$ cat src/ccd_pkg.sv
// Shared constants, types and field helpers for the chop and detect bank
package ccd_pkg;

  localparam int unsigned NCH = 2;

  // Word indices; byte address is four times the index
  localparam logic [4:0] IDX_RSVD = 5'h05;
  localparam logic [4:0] IDX_CFG  = 5'h06;
  localparam logic [4:0] IDX_THH  = 5'h07;
  localparam logic [4:0] IDX_THL  = 5'h08;
  localparam logic [4:0] IDX_STAT = 5'h10;
  localparam logic [4:0] IDX_MASK = 5'h11;

  // Configuration and lower-threshold word field positions
  localparam int unsigned MODE_POS   = 0;
  localparam int unsigned WIN_LSB    = 1;
  localparam int unsigned HITS_LSB   = 4;
  localparam int unsigned ALLCH_POS  = 7;
  localparam int unsigned CHOP_POS   = 8;
  localparam int unsigned DLY_LSB    = 9;
  localparam int unsigned THL_LSB    = 8;
  localparam int unsigned DCB_LSB    = 0;

  // Reset values and writable masks
  localparam logic [15:0] RSVD_RST  = 16'h0000;
  localparam logic [15:0] CFG_RST   = 16'h0600;
  localparam logic [15:0] THH_RST   = 16'h0000;
  localparam logic [15:0] THL_RST   = 16'h0000;
  localparam logic [15:0] THL_WMASK = 16'hff0f;
  localparam logic [1:0]  IRQ_RST   = 2'h0;

  // Status and mask bit positions
  localparam int unsigned ST_DETECT = 0;
  localparam int unsigned ST_SETTLE = 1;

  typedef struct packed {
    logic [3:0] settle_delay;
    logic       chop_enable;
    logic       detect_all_channels;
    logic [2:0] detect_hit_count;
    logic [2:0] detect_window_length;
    logic       detect_mode_enable;
  } ccd_cfg_s;

  typedef struct packed {
    logic [16:0] settle_cycles;
    logic [7:0]  hit_target;
    logic [11:0] window_len;
  } ccd_lim_s;

  function automatic ccd_cfg_s cfg_unpack(input logic [15:0] w);
    cfg_unpack.settle_delay         = w[DLY_LSB+:4];
    cfg_unpack.chop_enable          = w[CHOP_POS];
    cfg_unpack.detect_all_channels  = w[ALLCH_POS];
    cfg_unpack.detect_hit_count     = w[HITS_LSB+:3];
    cfg_unpack.detect_window_length = w[WIN_LSB+:3];
    cfg_unpack.detect_mode_enable   = w[MODE_POS];
  endfunction

  function automatic logic [11:0] window_of(input logic [2:0] c);
    case (c)
      3'h0:    window_of = 12'd128;
      3'h1:    window_of = 12'd256;
      3'h2:    window_of = 12'd512;
      3'h3:    window_of = 12'd768;
      3'h4:    window_of = 12'd1280;
      3'h5:    window_of = 12'd1792;
      3'h6:    window_of = 12'd2560;
      default: window_of = 12'd3584;
    endcase
  endfunction

  // Byte-lane merge of a 16-bit register under a write mask
  function automatic logic [15:0] lane_merge(input logic [15:0] old,
                                             input logic [15:0] nw,
                                             input logic [3:0]  be,
                                             input logic [15:0] wm);
    logic [15:0] sel;
    sel = {{8{be[1]}}, {8{be[0]}}} & wm;
    lane_merge = (old & ~sel) | (nw & sel);
  endfunction

  function automatic logic [23:0] magnitude(input logic [23:0] s);
    magnitude = s[23] ? 24'(~s + 24'h1) : s;
  endfunction

endpackage

$ cat src/ccd_decode.sv
// Field decoder: turns configuration codes into counts
`timescale 1ns/1ps
module ccd_decode
(
  input  wire logic              clk,
  input  wire logic              nrst,
  input  wire ccd_pkg::ccd_cfg_s cfg,
  output ccd_pkg::ccd_lim_s      lim
);

  always_comb
  begin
    lim.settle_cycles = 17'h1 << (5'(cfg.settle_delay) + 5'h1); // [RQ1]
    lim.hit_target    = 8'h1 << cfg.detect_hit_count; // [RQ3]
    lim.window_len    = ccd_pkg::window_of(cfg.detect_window_length); // [RQ4]
  end

  a_window_table: assert property ( // [RQ4]
    @(posedge clk) disable iff (!nrst)
    (cfg.detect_window_length == 3'h3) |-> (lim.window_len == 12'd768))
    else $error("window code 3 is not 768");

  a_delay_span: assert property ( // [RQ1]
    @(posedge clk) disable iff (!nrst)
    (cfg.settle_delay == 4'hf) |-> (lim.settle_cycles == 17'h10000))
    else $error("delay code 15 is not 65536");

endmodule

$ cat src/ccd_irq.sv
// Sticky event status, mask and level interrupt
`timescale 1ns/1ps
module ccd_irq
(
  input  wire logic       clk,
  input  wire logic       nrst,
  input  wire logic [1:0] evt,
  input  wire logic       clr_we,
  input  wire logic       mask_we,
  input  wire logic [1:0] wdata,
  output logic [1:0]      status_q,
  output logic [1:0]      mask_q,
  output logic            irq
);

  logic [1:0] status_d;
  logic [1:0] mask_d;

  // Set beats clear so an event landing on a clear write is kept
  always_comb
  begin
    status_d = (status_q & ~(clr_we ? wdata : 2'h0)) | evt;
    mask_d   = mask_we ? wdata : mask_q;
  end

  always_ff @(posedge clk or negedge nrst)
  begin
    if (!nrst)
    begin
      status_q <= ccd_pkg::IRQ_RST;
      mask_q   <= ccd_pkg::IRQ_RST;
    end
    else
    begin
      status_q <= status_d;
      mask_q   <= mask_d;
    end
  end

  assign irq = |(status_q & mask_q);

  a_set_wins: assert property (
    @(posedge clk) disable iff (!nrst)
    (evt[0] && clr_we && wdata[0]) |=> status_q[0])
    else $error("event lost on clear");

endmodule

$ cat src/ccd_regs.sv
// Chop and current-detect register bank with detection engine
`timescale 1ns/1ps
// How it works
// [RQ1] Bit 8 enables chop; bits 12:9 give settle wait of 2^(code+1) ticks.
// [RQ2] Bit 7 zero: any channel triggers; one: all channels must exceed.
// [RQ3] Bits 6:4 set required exceedance count as two to the code.
// [RQ4] Bits 3:1 select window of 128 to 3584 conversions, reset 128.
// [RQ5] Bit 0 turns current-detect mode on; off after reset.
// [RQ6] Word 7h holds upper sixteen threshold bits, read-write, reset zero.
// [RQ7] Software writes zeros to word 5h and configuration bits 15:13.
// [RQ8] Configuration word 6h resets to 0600h, delay code three.
// [RQ9] Word 8h bits 15:8 hold the low eight threshold bits.
// [RQ10] Detection compares sample magnitude against the joined 24-bit threshold.
module ccd_regs
(
  input  wire logic                          clk,
  input  wire logic                          nrst,
  input  wire logic [6:0]                    address,
  input  wire logic                          read,
  input  wire logic                          write,
  input  wire logic [31:0]                   writedata,
  input  wire logic [3:0]                    byteenable,
  output logic [31:0]                        readdata,
  output logic                               waitrequest,
  input  wire logic                          mod_tick,
  input  wire logic                          chop_start,
  input  wire logic                          sample_valid,
  input  wire logic [ccd_pkg::NCH-1:0][23:0] sample,
  output ccd_pkg::ccd_cfg_s                  cfg,
  output logic [23:0]                        threshold,
  output logic [3:0]                         dc_block,
  output logic                               chop_settling,
  output logic                               detect_pulse,
  output logic                               irq
);

  logic [15:0] rsvd_q, rsvd_d;
  logic [15:0] cfg_q, cfg_d;
  logic [15:0] thh_q, thh_d;
  logic [15:0] thl_q, thl_d;
  logic        ack_q, ack_d;
  logic [31:0] rd_q, rd_d;
  logic [4:0]  idx;
  logic        wr_en;
  logic [1:0]  status_q;
  logic [1:0]  mask_q;
  ccd_pkg::ccd_lim_s lim;

  // One wait cycle: decode and fetch, then complete on the next edge
  assign idx         = address[6:2];
  assign waitrequest = (read | write) & ~ack_q;
  assign wr_en       = write & ack_q;
  assign readdata    = rd_q;

  always_comb
  begin
    ack_d = (read | write) & ~ack_q;
    rd_d  = rd_q;
    if (read && !ack_q)
    begin
      case (idx)
        ccd_pkg::IDX_RSVD: rd_d = {16'h0000, rsvd_q};
        ccd_pkg::IDX_CFG:  rd_d = {16'h0000, cfg_q};
        ccd_pkg::IDX_THH:  rd_d = {16'h0000, thh_q};
        ccd_pkg::IDX_THL:  rd_d = {16'h0000, thl_q};
        ccd_pkg::IDX_STAT: rd_d = {30'h0, status_q};
        ccd_pkg::IDX_MASK: rd_d = {30'h0, mask_q};
        default:           rd_d = 32'h0000_0000;
      endcase
    end
  end

  always_comb
  begin
    rsvd_d = rsvd_q;
    cfg_d  = cfg_q;
    thh_d  = thh_q;
    thl_d  = thl_q;
    if (wr_en)
    begin
      case (idx)
        ccd_pkg::IDX_RSVD:
          rsvd_d = ccd_pkg::lane_merge(rsvd_q, writedata[15:0],
                                       byteenable, 16'hffff);
        ccd_pkg::IDX_CFG:
          cfg_d = ccd_pkg::lane_merge(cfg_q, writedata[15:0],
                                      byteenable, 16'hffff);
        ccd_pkg::IDX_THH: // [RQ6]
          thh_d = ccd_pkg::lane_merge(thh_q, writedata[15:0],
                                      byteenable, 16'hffff);
        ccd_pkg::IDX_THL: // [RQ9]
          thl_d = ccd_pkg::lane_merge(thl_q, writedata[15:0],
                                      byteenable, ccd_pkg::THL_WMASK);
        default:
          rsvd_d = rsvd_q;
      endcase
    end
  end

  always_ff @(posedge clk or negedge nrst)
  begin
    if (!nrst)
    begin
      rsvd_q <= ccd_pkg::RSVD_RST;
      cfg_q  <= ccd_pkg::CFG_RST; // [RQ8]
      thh_q  <= ccd_pkg::THH_RST;
      thl_q  <= ccd_pkg::THL_RST;
      ack_q  <= 1'b0;
      rd_q   <= 32'h0000_0000;
    end
    else
    begin
      rsvd_q <= rsvd_d;
      cfg_q  <= cfg_d;
      thh_q  <= thh_d;
      thl_q  <= thl_d;
      ack_q  <= ack_d;
      rd_q   <= rd_d;
    end
  end

  // Reserved bits are stored as written; writing zeros is up to software
  assign cfg       = ccd_pkg::cfg_unpack(cfg_q); // [RQ7]
  assign threshold = {thh_q, thl_q[ccd_pkg::THL_LSB+:8]}; // [RQ10]
  assign dc_block  = thl_q[ccd_pkg::DCB_LSB+:4];

  ccd_decode u_decode
  (
    .clk  (clk),
    .nrst (nrst),
    .cfg  (cfg),
    .lim  (lim)
  );

  // Chop settle timer, counted in modulator ticks
  logic [16:0] chop_cnt_q, chop_cnt_d;
  logic        settle_evt;

  always_comb
  begin
    chop_cnt_d = chop_cnt_q;
    settle_evt = 1'b0;
    if (!cfg.chop_enable) // [RQ1]
      chop_cnt_d = 17'h0;
    else if (chop_start)
      chop_cnt_d = lim.settle_cycles; // [RQ1]
    else if (mod_tick && chop_cnt_q != 17'h0)
    begin
      chop_cnt_d = chop_cnt_q - 17'h1;
      settle_evt = (chop_cnt_q == 17'h1);
    end
  end

  always_ff @(posedge clk or negedge nrst)
  begin
    if (!nrst)
      chop_cnt_q <= 17'h0;
    else
      chop_cnt_q <= chop_cnt_d;
  end

  assign chop_settling = (chop_cnt_q != 17'h0);

  // Detection engine: one decision per conversion
  logic [11:0]            win_q, win_d;
  logic [7:0]             hit_q, hit_d;
  logic                   done_q, done_d;
  logic                   det_q;
  logic                   detect_evt;
  logic [ccd_pkg::NCH-1:0] exceed;
  logic                   hit;
  logic                   win_end;

  always_comb
  begin
    for (int i = 0; i < ccd_pkg::NCH; i++)
      exceed[i] = ccd_pkg::magnitude(sample[i]) > threshold; // [RQ10]
    hit = cfg.detect_all_channels ? &exceed : |exceed; // [RQ2]
    win_end = (win_q == 12'(lim.window_len - 12'h1)); // [RQ4]
  end

  always_comb
  begin
    win_d      = win_q;
    hit_d      = hit_q;
    done_d     = done_q;
    detect_evt = 1'b0;
    if (!cfg.detect_mode_enable) // [RQ5]
    begin
      win_d  = 12'h0;
      hit_d  = 8'h0;
      done_d = 1'b0;
    end
    else if (sample_valid)
    begin
      if (hit && !done_q && hit_q < 8'h80)
        hit_d = hit_q + 8'h1;
      if (hit && !done_q && hit_d >= lim.hit_target) // [RQ3]
      begin
        detect_evt = 1'b1;
        done_d     = 1'b1;
      end
      // One detection per window; a new window starts clean
      if (win_end)
      begin
        win_d  = 12'h0;
        hit_d  = 8'h0;
        done_d = 1'b0;
      end
      else
        win_d = win_q + 12'h1;
    end
  end

  always_ff @(posedge clk or negedge nrst)
  begin
    if (!nrst)
    begin
      win_q  <= 12'h0;
      hit_q  <= 8'h0;
      done_q <= 1'b0;
      det_q  <= 1'b0;
    end
    else
    begin
      win_q  <= win_d;
      hit_q  <= hit_d;
      done_q <= done_d;
      det_q  <= detect_evt;
    end
  end

  assign detect_pulse = det_q;

  ccd_irq u_irq
  (
    .clk      (clk),
    .nrst     (nrst),
    .evt      ({settle_evt, detect_evt}),
    .clr_we   (wr_en && idx == ccd_pkg::IDX_STAT && byteenable[0]),
    .mask_we  (wr_en && idx == ccd_pkg::IDX_MASK && byteenable[0]),
    .wdata    (writedata[1:0]),
    .status_q (status_q),
    .mask_q   (mask_q),
    .irq      (irq)
  );

  a_cfg_reset_val: assert property ( // [RQ8]
    @(posedge clk) disable iff (!nrst)
    $rose(nrst) |-> (cfg_q == 16'h0600 && cfg.settle_delay == 4'h3))
    else $error("configuration reset value wrong");

  a_thh_write_back: assert property ( // [RQ6]
    @(posedge clk) disable iff (!nrst)
    (wr_en && idx == ccd_pkg::IDX_THH && byteenable == 4'hf)
      |=> (threshold[23:8] == $past(writedata[15:0])))
    else $error("upper threshold not stored");

  a_thl_read_back: assert property ( // [RQ9]
    @(posedge clk) disable iff (!nrst)
    (read && !ack_q && idx == ccd_pkg::IDX_THL)
      |=> (readdata[7:4] == 4'h0 && readdata[15:8] == threshold[7:0]))
    else $error("lower threshold word wrong");

  a_settle_load: assert property ( // [RQ1]
    @(posedge clk) disable iff (!nrst)
    (cfg.chop_enable && chop_start)
      |=> (chop_cnt_q == $past(lim.settle_cycles)))
    else $error("settle delay not loaded");

  a_mode_off: assert property ( // [RQ5]
    @(posedge clk) disable iff (!nrst)
    !cfg.detect_mode_enable |=> (hit_q == 8'h0 && !detect_pulse))
    else $error("detection active while off");

  a_all_policy: assert property ( // [RQ2]
    @(posedge clk) disable iff (!nrst)
    (cfg.detect_mode_enable && sample_valid && cfg.detect_all_channels
      && !(&exceed)) |=> (hit_q <= $past(hit_q)))
    else $error("hit counted without all channels");

  a_any_hit_count: assert property ( // [RQ10]
    @(posedge clk) disable iff (!nrst)
    (cfg.detect_mode_enable && sample_valid && !cfg.detect_all_channels
      && (|exceed) && !done_q && !win_end && hit_q < 8'h80)
      |=> (hit_q == $past(hit_q) + 8'h1))
    else $error("exceedance not counted");

  a_hit_reached: assert property ( // [RQ3]
    @(posedge clk) disable iff (!nrst)
    detect_evt |-> (hit_d >= lim.hit_target) ##1 detect_pulse)
    else $error("detection before hit count");

endmodule

$ cat config.mk
export PLATFORM = sky130hd
export DESIGN_NAME = ccd_regs
export DESIGN_NICKNAME = d
export VERILOG_FILES = /design/src/ccd_pkg.sv /design/src/ccd_decode.sv /design/src/ccd_irq.sv /design/src/ccd_regs.sv
export SDC_FILE = /design/constraint.sdc
export NUM_CORES = 1
export LEC_CHECK = 0
export ABC_AREA = 1
export BUFFER_PORTS_ARGS = -buffer_cell sky130_fd_sc_hd__buf_2
export CAP_MARGIN = 20
export CELL_PAD_IN_SITES_DETAIL_PLACEMENT = 1
export CELL_PAD_IN_SITES_GLOBAL_PLACEMENT = 2
export CORE_ASPECT_RATIO = 0.75
export CORE_MARGIN = 8
export CORE_UTILIZATION = 34
export CTS_CLUSTER_DIAMETER = 50
export CTS_CLUSTER_SIZE = 16
export DETAILED_ROUTE_END_ITERATION = 8
export GPL_ROUTABILITY_DRIVEN = 0
export PLACE_DENSITY_LB_ADDON = 0.08
export SYNTH_ARGS = -nofsm -noshare
export SYNTH_HDL_FRONTEND = slang
export SYNTH_SLANG_ARGS = --single-unit
$ cat constraint.sdc
create_clock -name clk -period 5.05 [get_ports clk]
set_input_delay 1.01 -clock clk [delete_from_list [all_inputs] [get_ports clk]]
set_output_delay 1.01 -clock clk [all_outputs]
set_load 0.01 [all_outputs]
==> results of run 1 <==
[critical path: cells and delay by family]
kind / cells / cell delay (ns)
xor gates and xnor gates: 1 / 0.11
and+or+nand+nor: 14 / 1.64
AOI/OAI and AO/OA: 7 / 0.86
adders and majority gates: 3 / 0.73
buffers and inverters: 6 / 0.73
[stage by stage]
step | instance area [um^2] | power (uW)
2_1_floorplan | 8720 | 1610
4_1_cts | 10600 | 3230
3_3_place_gp | 9970 | 1910
5_1_grt | 10800 | 3430
3_5_place_dp | 9970 | 1930
6_report | 10800 | 3230
[layout by cell type (no fill, tap or decap), types with 22 or more instances in the layout]
cell type,netlist,final
inv_1,150,148
buf_4,29,63
nor2_1,94,88
nand4_1,22,22
xor2_1,44,44
nand2_1,274,266
nand3_1,45,42
buf_2,3,137
o21ai_0,122,120
ha_1,63,62
a21oi_1,50,48
dfrtp_1,118,118
[power by group]
group | switching (uW) | internal, uW
registers | 67.6 | 1020
clock network | 487 | 791
logic | 516 | 346
total | 1070 | 2160
[layout make-up]
cell class                 count  area [um^2]
fill                        3196        14300
multi-input combinational    857         4910
sequential                   120         3010
timing repair buffer         203         1210
inverter                     158          593
clock buffer                  18          439
tap                          338          423
clock inverter                14          174
[what timing repair did]
item	CTS	global route
endpoints found under the setup margin	0	3
resized for setup	0	33
buffers inserted	0	7
[per-layer routing]
| layer | track usage, % | vias to the layer above | routed length, um |
|---|---|---|---|
| li1 | - | 4170 | - |
| met1 | 28.8 | 4056 | 16000 |
| met2 | 28.3 | 129 | 13000 |
| met3 | 3.80 | 19 | 981 |
| met4 | 3.71 | 0 | 262 |
| met5 | 0 | - | 0 |
[kinds of logic (layout without fill, tap and decap cells)]
group	count (synthesis)	after routing	synth area share (%)
XOR/XNOR	58	58	5.87
buffers and inverters	209	393	10.4
other	1	16	0.0433
AO/OA/AOI/OAI	228	228	14.7
AND/OR/NAND/NOR	491	491	25.0
flip-flops	120	120	34.7
adder cells (fa/ha/maj)	63	63	9.10
multiplexers	1	1	0.116
[worst max path at each step]
stage	depth (start not counted)	to	slack (ns)
2_1_floorplan	27	u_irq.status_q[0]$_DFF_PN0_	0.55
5_1_grt	30	u_irq.status_q[0]$_DFF_PN0_	-0.05
6_report	31	u_irq.status_q[0]$_DFF_PN0_	0.26
3_5_place_dp	28	u_irq.status_q[0]$_DFF_PN0_	-0.35
4_1_cts	28	u_irq.status_q[0]$_DFF_PN0_	0.09
3_3_place_gp	28	u_irq.status_q[0]$_DFF_PN0_	-0.30
==> results.ini, run 1 <==
[pwr]
leakage_uw = 0.00541
power-per-cell-area_nw_per_um2 = 301
ir_worst_vdd_uv = 242

[finish]
antenna_cells = 0
drive_gt1_share_pct = 22.0
layout.cells.non_filler = 1708
nNetsFinal = 1518
fin_util_pct = 43.0
area_growth_pct = 24.1

[clock_network]
clk_pin_slew_ns = 0.06
tritoncts = yes
cts_buffers = 17
cts_hold_buf = 0
clock-sinks = 120
cts_max_level = 4
cts-root-buf = clkbuf_16
clkLatencyLatePin_ns = 0.43
clk_path_buf_depth = 2

[timing]
drv_slew = 0
timing.hold.ws_ns = 0.489
fin_skew_ns = 0.00896
worst_slew_pin_slew_ns = 0.858
final_hold_viol_count = 0
relSlewSlack_pct = 42.6
finalCritPeriodShare_pct = 94.9
fin_ws_ns = 0.260
finalSetupViolCount = 0
fmax_ghz = 0.209
fin_crit_ns = 4.79
tns_ns = 0

[route]
routed_wl_um = 30200
vias = 8374
ant_nets = 0
drt_iter0_drc = 422
drc = 0
wl_per_cell_um = 17.7
viasPerCell = 4.90
drt_first_pass_iters = 4

[logic_synthesis]
synth.top_cells.by_count = nand2_1 (274), inv_1 (150), o21ai_0 (122)
yosysUniqueCellTypes = 52
synth_area_leader_cell = dfrtp_1
synth_area_leaders = dfrtp_1 (34%), nand2_1 (12%), ha_1 (9.1%), o21ai_0 (7.0%), inv_1 (6.5%)
synth-edff-count = 0
ys_seq_area_share_pct = 34.7
synth-seq-cells = 120
async_flop_share_pct = 100
syn_area_um2 = 8660
synth_top_area_share_pct = 34.1
synthFlopType = dfrtp_1
syn_inst = 1171
synth_most_common_cell = nand2_1
syn_avg_cell_area_um2 = 7.40
yosysWarnings = 0

[placement]
placedCellCount = 1669
hpwl_um = 24000
io_buffers = 138
pre_cts_slack_ns = -0.351

[critical_path]
path_class = in2reg
cp-start-kind = input port
slowest_delay_ns = 0.30
r2r_cells = 20
crit_fanout = 7
slowest_stage = ha_1
critPathLaunch = sample[25]
crit_top_cell = nand2_2
required_ns = 5.36
crit_path_end_kind = flop
rrSetupSlack_ns = 1.77
arrival_ns = 5.10
r2r-end = u_irq.status_q[0]$_DFF_PN0_

[grt]
grt_usage_pct = 19.3
grt_pass1_wl_um = 47900
grt_max_degree = 121
antenna_found_initial = 1
overflow = 0
first_global_vias = 8575

[floorplan]
die_y_um = 154
design.die.area_um2 = 30900
die_w_um = 200
rows = 50
core_um2 = 25000
num_io_pins = 175
start_util_pct = 34.6

[hold_path]
whs_path_depth = 2
hold_path.class = reg2reg

[run_status]
status = finished, final reports clean

[flow_run]
timing.max_cap.violations = 0

Note: power is estimated with default switching activity, not from simulation.
==> run 2: changes to the inputs <==
BUFFER_PORTS_ARGS = -buffer_cell sky130_fd_sc_hd__clkbuf_2   (was -buffer_cell sky130_fd_sc_hd__buf_2)
==> run 2 against run 1 <==
Non-clock buffer count rose by 2. Worst hold slack got worse by 0.0018 ns. Final cell count rose by 0.12%. Clock power rose by 11%. Clock skew barely moved. Die area did not move. Routed wire length rose by 1.6%. Clock-buffer cell count fell by 1. Critical path depth fell by 1. Combinational power rose by 6.6%. Maximum frequency rose by 0.25%. Design area rose by 2.0%.
==> results.ini, run 2 (same netlist as run 1, synthesis figures left out) <==
[timing]
timing.hold.ws_ns = 0.487  ; -0.00176 ns
relSlewSlack_pct = 42.9  ; +0.26 points
finalSetupViolCount = 0  ; unchanged
worst_slew_pin_slew_ns = 0.854  ; -0.00383 ns
drv_slew = 0  ; unchanged
final_hold_viol_count = 0  ; unchanged
fin_skew_ns = 0.00851  ; -0.000443 ns
finalCritPeriodShare_pct = 94.6  ; -0.24 points
fin_crit_ns = 4.78  ; -0.0122 ns
fmax_ghz = 0.209  ; +0.25%

[floorplan]
die_w_um = 200  ; unchanged
design.die.area_um2 = 30900  ; unchanged
num_io_pins = 175  ; unchanged
rows = 50  ; unchanged
start_util_pct = 34.6  ; unchanged
die_y_um = 154  ; unchanged
core_um2 = 25000  ; unchanged

[finish]
layout.cells.non_filler = 1710  ; +0.12%
nNetsFinal = 1520  ; +0.13%
layout_common_cells = nand2_1 (258), inv_1 (145), clkbuf_2 (137)
design_area_um2 = 11000  ; +2.0%
antenna_cells = 0  ; unchanged
final_common_cell = nand2_1
drive_gt1_share_pct = 24.2  ; +2.2 points
area_growth_pct = 26.6

[clock_network]
clk_pin_slew_ns = 0.06  ; about the same
clk_path_buf_depth = 2  ; unchanged
cts-root-buf = clkbuf_16
cts_max_level = 4  ; unchanged
cts_hold_buf = 0  ; unchanged
cts_buffers = 17  ; unchanged
tritoncts = yes
clock-sinks = 120  ; unchanged
clkLatencyLatePin_ns = 0.42  ; about the same

[grt]
antenna_found_initial = 0  ; -1
first_global_vias = 8702  ; +1.5%
grt_max_degree = 43  ; -64%
grt_usage_pct = 19.7  ; +0.45 points
overflow = 0  ; unchanged
grt_pass1_wl_um = 49000  ; +2.2%

[run_status]
status = finished, final reports clean

[critical_path]
crit_path_end_kind = flop
arrival_ns = 5.08  ; -0.02 ns
cp-start-kind = input port
path_class = in2reg
crit_top_cell = nand2_2
required_ns = 5.35  ; about the same
slowest_stage = ha_4
crit_fanout = 8  ; +1
slowest_delay_ns = 0.27  ; -0.03 ns

[placement]
io_buffers = 138  ; unchanged
hpwl_um = 24300  ; +1.6%
placedCellCount = 1672  ; +0.18%
place_area_um2 = 9980  ; +0.10%

[route]
wl_met3_um = 1120  ; +14%
drt_iter0_drc = 437  ; +3.6%
vias = 8436  ; +0.74%
wl_per_cell_um = 18.0  ; +1.4%
routed_wl_um = 30700  ; +1.6%
wl_met2_um = 13300  ; +2.1%
wl_met1_um = 16100  ; +0.60%
highest_layer = met4
ant_nets = 0  ; unchanged
drc = 0  ; unchanged
drt_first_pass_iters = 5  ; +1
viasPerCell = 4.93  ; +0.62%

[hold_path]
hold_path.class = reg2reg

[pwr]
power.total_uw = 3430  ; +6.1%
leakage_uw = 0.00543  ; +0.46%
power-per-cell-area_nw_per_um2 = 313  ; +4.0%
ir_worst_vdd_uv = 231  ; -4.3%

[flow_run]
timing.max_cap.violations = 0  ; unchanged

[run 2: cell count changes in the layout (fill, tap and decap cells not counted), sizes merged]
| cell | before | now |
|---|---|---|
| buf | 203 | 68 |
| clkbuf | 18 | 154 |
| inv | 156 | 155 |
| bufinv | 3 | 6 |
| clkinv | 9 | 8 |
[run 2: per-layer routing]
layer,vias to the layer above,track usage [%]
met1,4093,29.1
met4,0,3.53
li1,4183,-
met2,148,29.6
met5,-,0
met3,12,3.88
[run 2: path summary, 6_finish.rpt]
path | start | endpoint | slack, ns | depth (start not counted)
worst max-delay path | sample[4] | detect_pulse$_DFF_PN0_ | 0.27 | 30
worst min-delay path | flop | flop | 0.49 | 2
worst max register to register | flop | detect_pulse$_DFF_PN0_ | 1.77 | 21
worst min register to register | flop | flop | 0.49 | 2
max in group asynchronous | nrst | asynchronous set/reset pin | 3.49 | 2
min in group asynchronous | nrst | chop_cnt_q[13]$_DFFE_PN0P_ | 0.58 | 1
[run 2: power by group]
group	internal [uW]	total [uW]	switching [uW]
clock	928	1420	488
combinational	380	919	540
sequential	1020	1090	69.7
[run 2: what timing repair did]
item,in CTS,in global routing
pin swaps,1,42
setup buffers,0,6
endpoints found under the setup margin,1,3
resized for setup,1,61
[run 2: metrics by stage]
| stage | setup TNS, ns | setup WS (ns) | utilization [%] |
|---|---|---|---|
| detailed placement | -1.19 | -0.422 | 39.9 |
| finish | 0 | 0.272 | 43.8 |
| floorplan | 0 | 0.547 | - |
| CTS | 0 | 0.0527 | 42.6 |
| global placement | -0.824 | -0.301 | 39.9 |
| global route | -0.0613 | -0.0376 | 43.8 |
[run 2: cell type report]
class                   count  area (um^2)
fillers                  3181        14100
clock buffers              17          425
clock inverters            15          250
multi-input cells         857         5050
inverters                 158          593
well taps                 338          423
flip-flops and latches    120         3010
repair buffers            205         1210
[run 2: worst max-delay path, delay by kind of cell]
family	cells	cell delay, ns
buffers and inverters	4	0.41
and+or+nand+nor	20	2.70
AOI/OAI and AO/OA	3	0.34
xor gates and xnor gates	1	0.14
adders and majority gates	2	0.47
==> run 3: changes to the inputs <==
--- a/config.mk
+++ b/config.mk
@@ -13,5 +13,5 @@
 export CORE_ASPECT_RATIO = 0.75
 export CORE_MARGIN = 8
-export CORE_UTILIZATION = 34
+export CORE_UTILIZATION = 28
 export CTS_CLUSTER_DIAMETER = 50
 export CTS_CLUSTER_SIZE = 16
==> constraint.sdc (replaced) <==
create_clock -name clk -period 4.3 [get_ports clk]
set_input_delay 0.43 -clock clk [delete_from_list [all_inputs] [get_ports clk]]
set_output_delay 0.43 -clock clk [all_outputs]
set_load 0.01 [all_outputs]
==> run 3 against run 2 <==
Clock power up 9%. Non-clock buffer count is 15 higher. Clock skew up 0.0076 ns. First-iteration DRC count is 1.4% higher. Sequential cell count stayed put. Utilization decreased by 6.9 points. Die area up 19%. Register-to-register slack got worse by 0.80 ns. Combinational power is 21% higher. Critical endpoint is now done_q$_DFFE_PN0P_.
==> results.ini, run 3 (same netlist as run 1, synthesis figures left out) <==
[critical_path]
slowest_stage = ha_1
crit_path_end_kind = flop
path_class = in2reg
rrSetupSlack_ns = 0.97  ; -0.80 ns
cp-start-kind = input port
required_ns = 4.64  ; -0.71 ns
slowest_delay_ns = 0.29  ; +0.02 ns
crit_top_cell = nand4_1
crit_fanout = 5  ; -3
r2r-end = done_q$_DFFE_PN0P_
arrival_ns = 4.50  ; -0.58 ns
r2r_cells = 21  ; unchanged

[placement]
pre_cts_slack_ns = -0.479  ; -0.0569 ns
hpwl_um = 25600  ; +5.0%
placedCellCount = 1742  ; +4.2%
io_buffers = 138  ; unchanged

[clock_network]
cts-root-buf = clkbuf_16
tritoncts = yes
clock-sinks = 120  ; unchanged
cts_max_level = 4  ; unchanged
clk_path_buf_depth = 2  ; unchanged
clk_pin_slew_ns = 0.06  ; about the same
cts_buffers = 17  ; unchanged
cts_hold_buf = 0  ; unchanged
clkLatencyLatePin_ns = 0.44  ; +0.02 ns

[grt]
grt_pass1_wl_um = 50500  ; +3.1%
first_global_vias = 8725  ; +0.26%
grt_max_degree = 121  ; +180%
overflow = 0  ; unchanged
grt_usage_pct = 17.4  ; -2.3 points
antenna_found_initial = 0  ; unchanged

[floorplan]
die_w_um = 219  ; +9.4%
die_y_um = 168  ; +9.1%
core_um2 = 30300  ; +21%
rows = 55  ; +10%
num_io_pins = 175  ; unchanged
start_util_pct = 28.6  ; -6.0 points
design.die.area_um2 = 36900  ; +19%

[timing]
worst_slew_pin_slew_ns = 0.915  ; +0.0613 ns
fmax_ghz = 0.241
rsz0062_at_grt = true
fin_ws_ns = 0.145  ; -0.127 ns
finalSetupViolCount = 0  ; unchanged
relSlewSlack_pct = 38.8  ; -4.1 points
finalCritPeriodShare_pct = 96.6
fin_skew_ns = 0.0161  ; +0.00763 ns
drv_slew = 0  ; unchanged
tns_ns = 0  ; unchanged
fin_crit_ns = 4.15
final_hold_viol_count = 0  ; unchanged

[pwr]
p_sw_share_pct = 33.0  ; +1.0 points
power.total_uw = 3940  ; +15%
p_comb_share_pct = 28.1  ; +1.3 points
clkPwrFrac_pct = 39.2  ; -2.1 points
power_switching_uw = 1300  ; +19%
p_int_uw = 2640  ; +13%
ir_worst_vdd_uv = 232  ; about the same
seq_power_share_pct = 32.7  ; +0.8 points
power-per-cell-area_nw_per_um2 = 353  ; +13%
leakage_uw = 0.00551  ; +1.4%

[finish]
layout_common_cells = nand2_1 (263), inv_1 (143), clkbuf_2 (134)
drive_gt1_share_pct = 24.7  ; +0.50 points
nNetsFinal = 1537  ; +1.1%
area_growth_pct = 28.9
final_common_cell = nand2_1
layout.cells.non_filler = 1788  ; +4.6%
antenna_cells = 0  ; unchanged

[route]
routed_wl_um = 32600  ; +6.3%
drc = 0  ; unchanged
viasPerCell = 4.73  ; -4.2%
ant_nets = 0  ; unchanged
vias = 8450  ; +0.17%
drt_first_pass_iters = 5  ; unchanged
wl_per_cell_um = 18.3  ; +1.7%
drt_iter0_drc = 443  ; +1.4%

[flow_run]
timing.max_cap.violations = 0  ; unchanged

[hold_path]
hold_path.class = in2async

[run_status]
status = finished, final reports clean

[run 3: through the flow]
stage,util [%],instance area [um^2],hold slack (ns)
4_1_cts,35.6,10800,0.124
5_1_grt,36.9,11200,0.121
3_5_place_dp,33.5,10100,0.468
3_3_place_gp,33.5,10100,0.465
6_report,36.9,11200,0.0533
2_1_floorplan,-,8720,0.134
[run 3: per-layer routing]
layer,vias to the layer above,GRT usage [%],share of wire (%)
li1,4221,-,-
met1,4069,25.5,51
met5,-,0,0
met2,138,25.8,43
met4,0,3.19,0.83
met3,22,4.12,4.4
[run 3: worst max-delay path: cells and delay by family]
family	cells	cell delay [ns]
fa+ha+maj	2	0.56
xor+xnor	1	0.09
simple gates	18	2.24
buf+inv	4	0.43
compound gates	4	0.72
[run 3: power by group through the flow]
stage	sequential [uW]	clock, uW	combinational [uW]
floorplan	1280	0	607
global route	1300	1620	1260
detailed placement	1310	0	994
CTS	1290	1580	1000
finish	1290	1550	1110
global placement	1300	0	977
[run 3: final cells by class]
class                      instances  area [um^2]
clock inverter                    13          178
clock buffer                      19          443
timing repair buffer             220         1360
tap                              399          499
sequential                       120         3010
inverter                         158          603
multi-input combinational        859         5080
fill                            3780        19100
[run 3: how the worst max path moves through the flow]
stage / from / end / slack [ns] / cells past startpoint
finish: sample[26] / done_q$_DFFE_PN0P_ / 0.15 / 29
global route: sample[26] / done_q$_DFFE_PN0P_ / -0.16 / 29
CTS: sample[25] / done_q$_DFFE_PN0P_ / 0.03 / 29
detailed placement: sample[3] / done_q$_DFFE_PN0P_ / -0.48 / 28
global placement: sample[3] / done_q$_DFFE_PN0P_ / -0.33 / 27
floorplan: sample[24] / u_irq.status_q[0]$_DFF_PN0_ / 0.38 / 27
[run 3: timing repair]
action,CTS,global route
cloned,0,2
buffers inserted,1,11
pin swaps,1,58
endpoints found under the setup margin,2,3
gates resized for setup,1,70
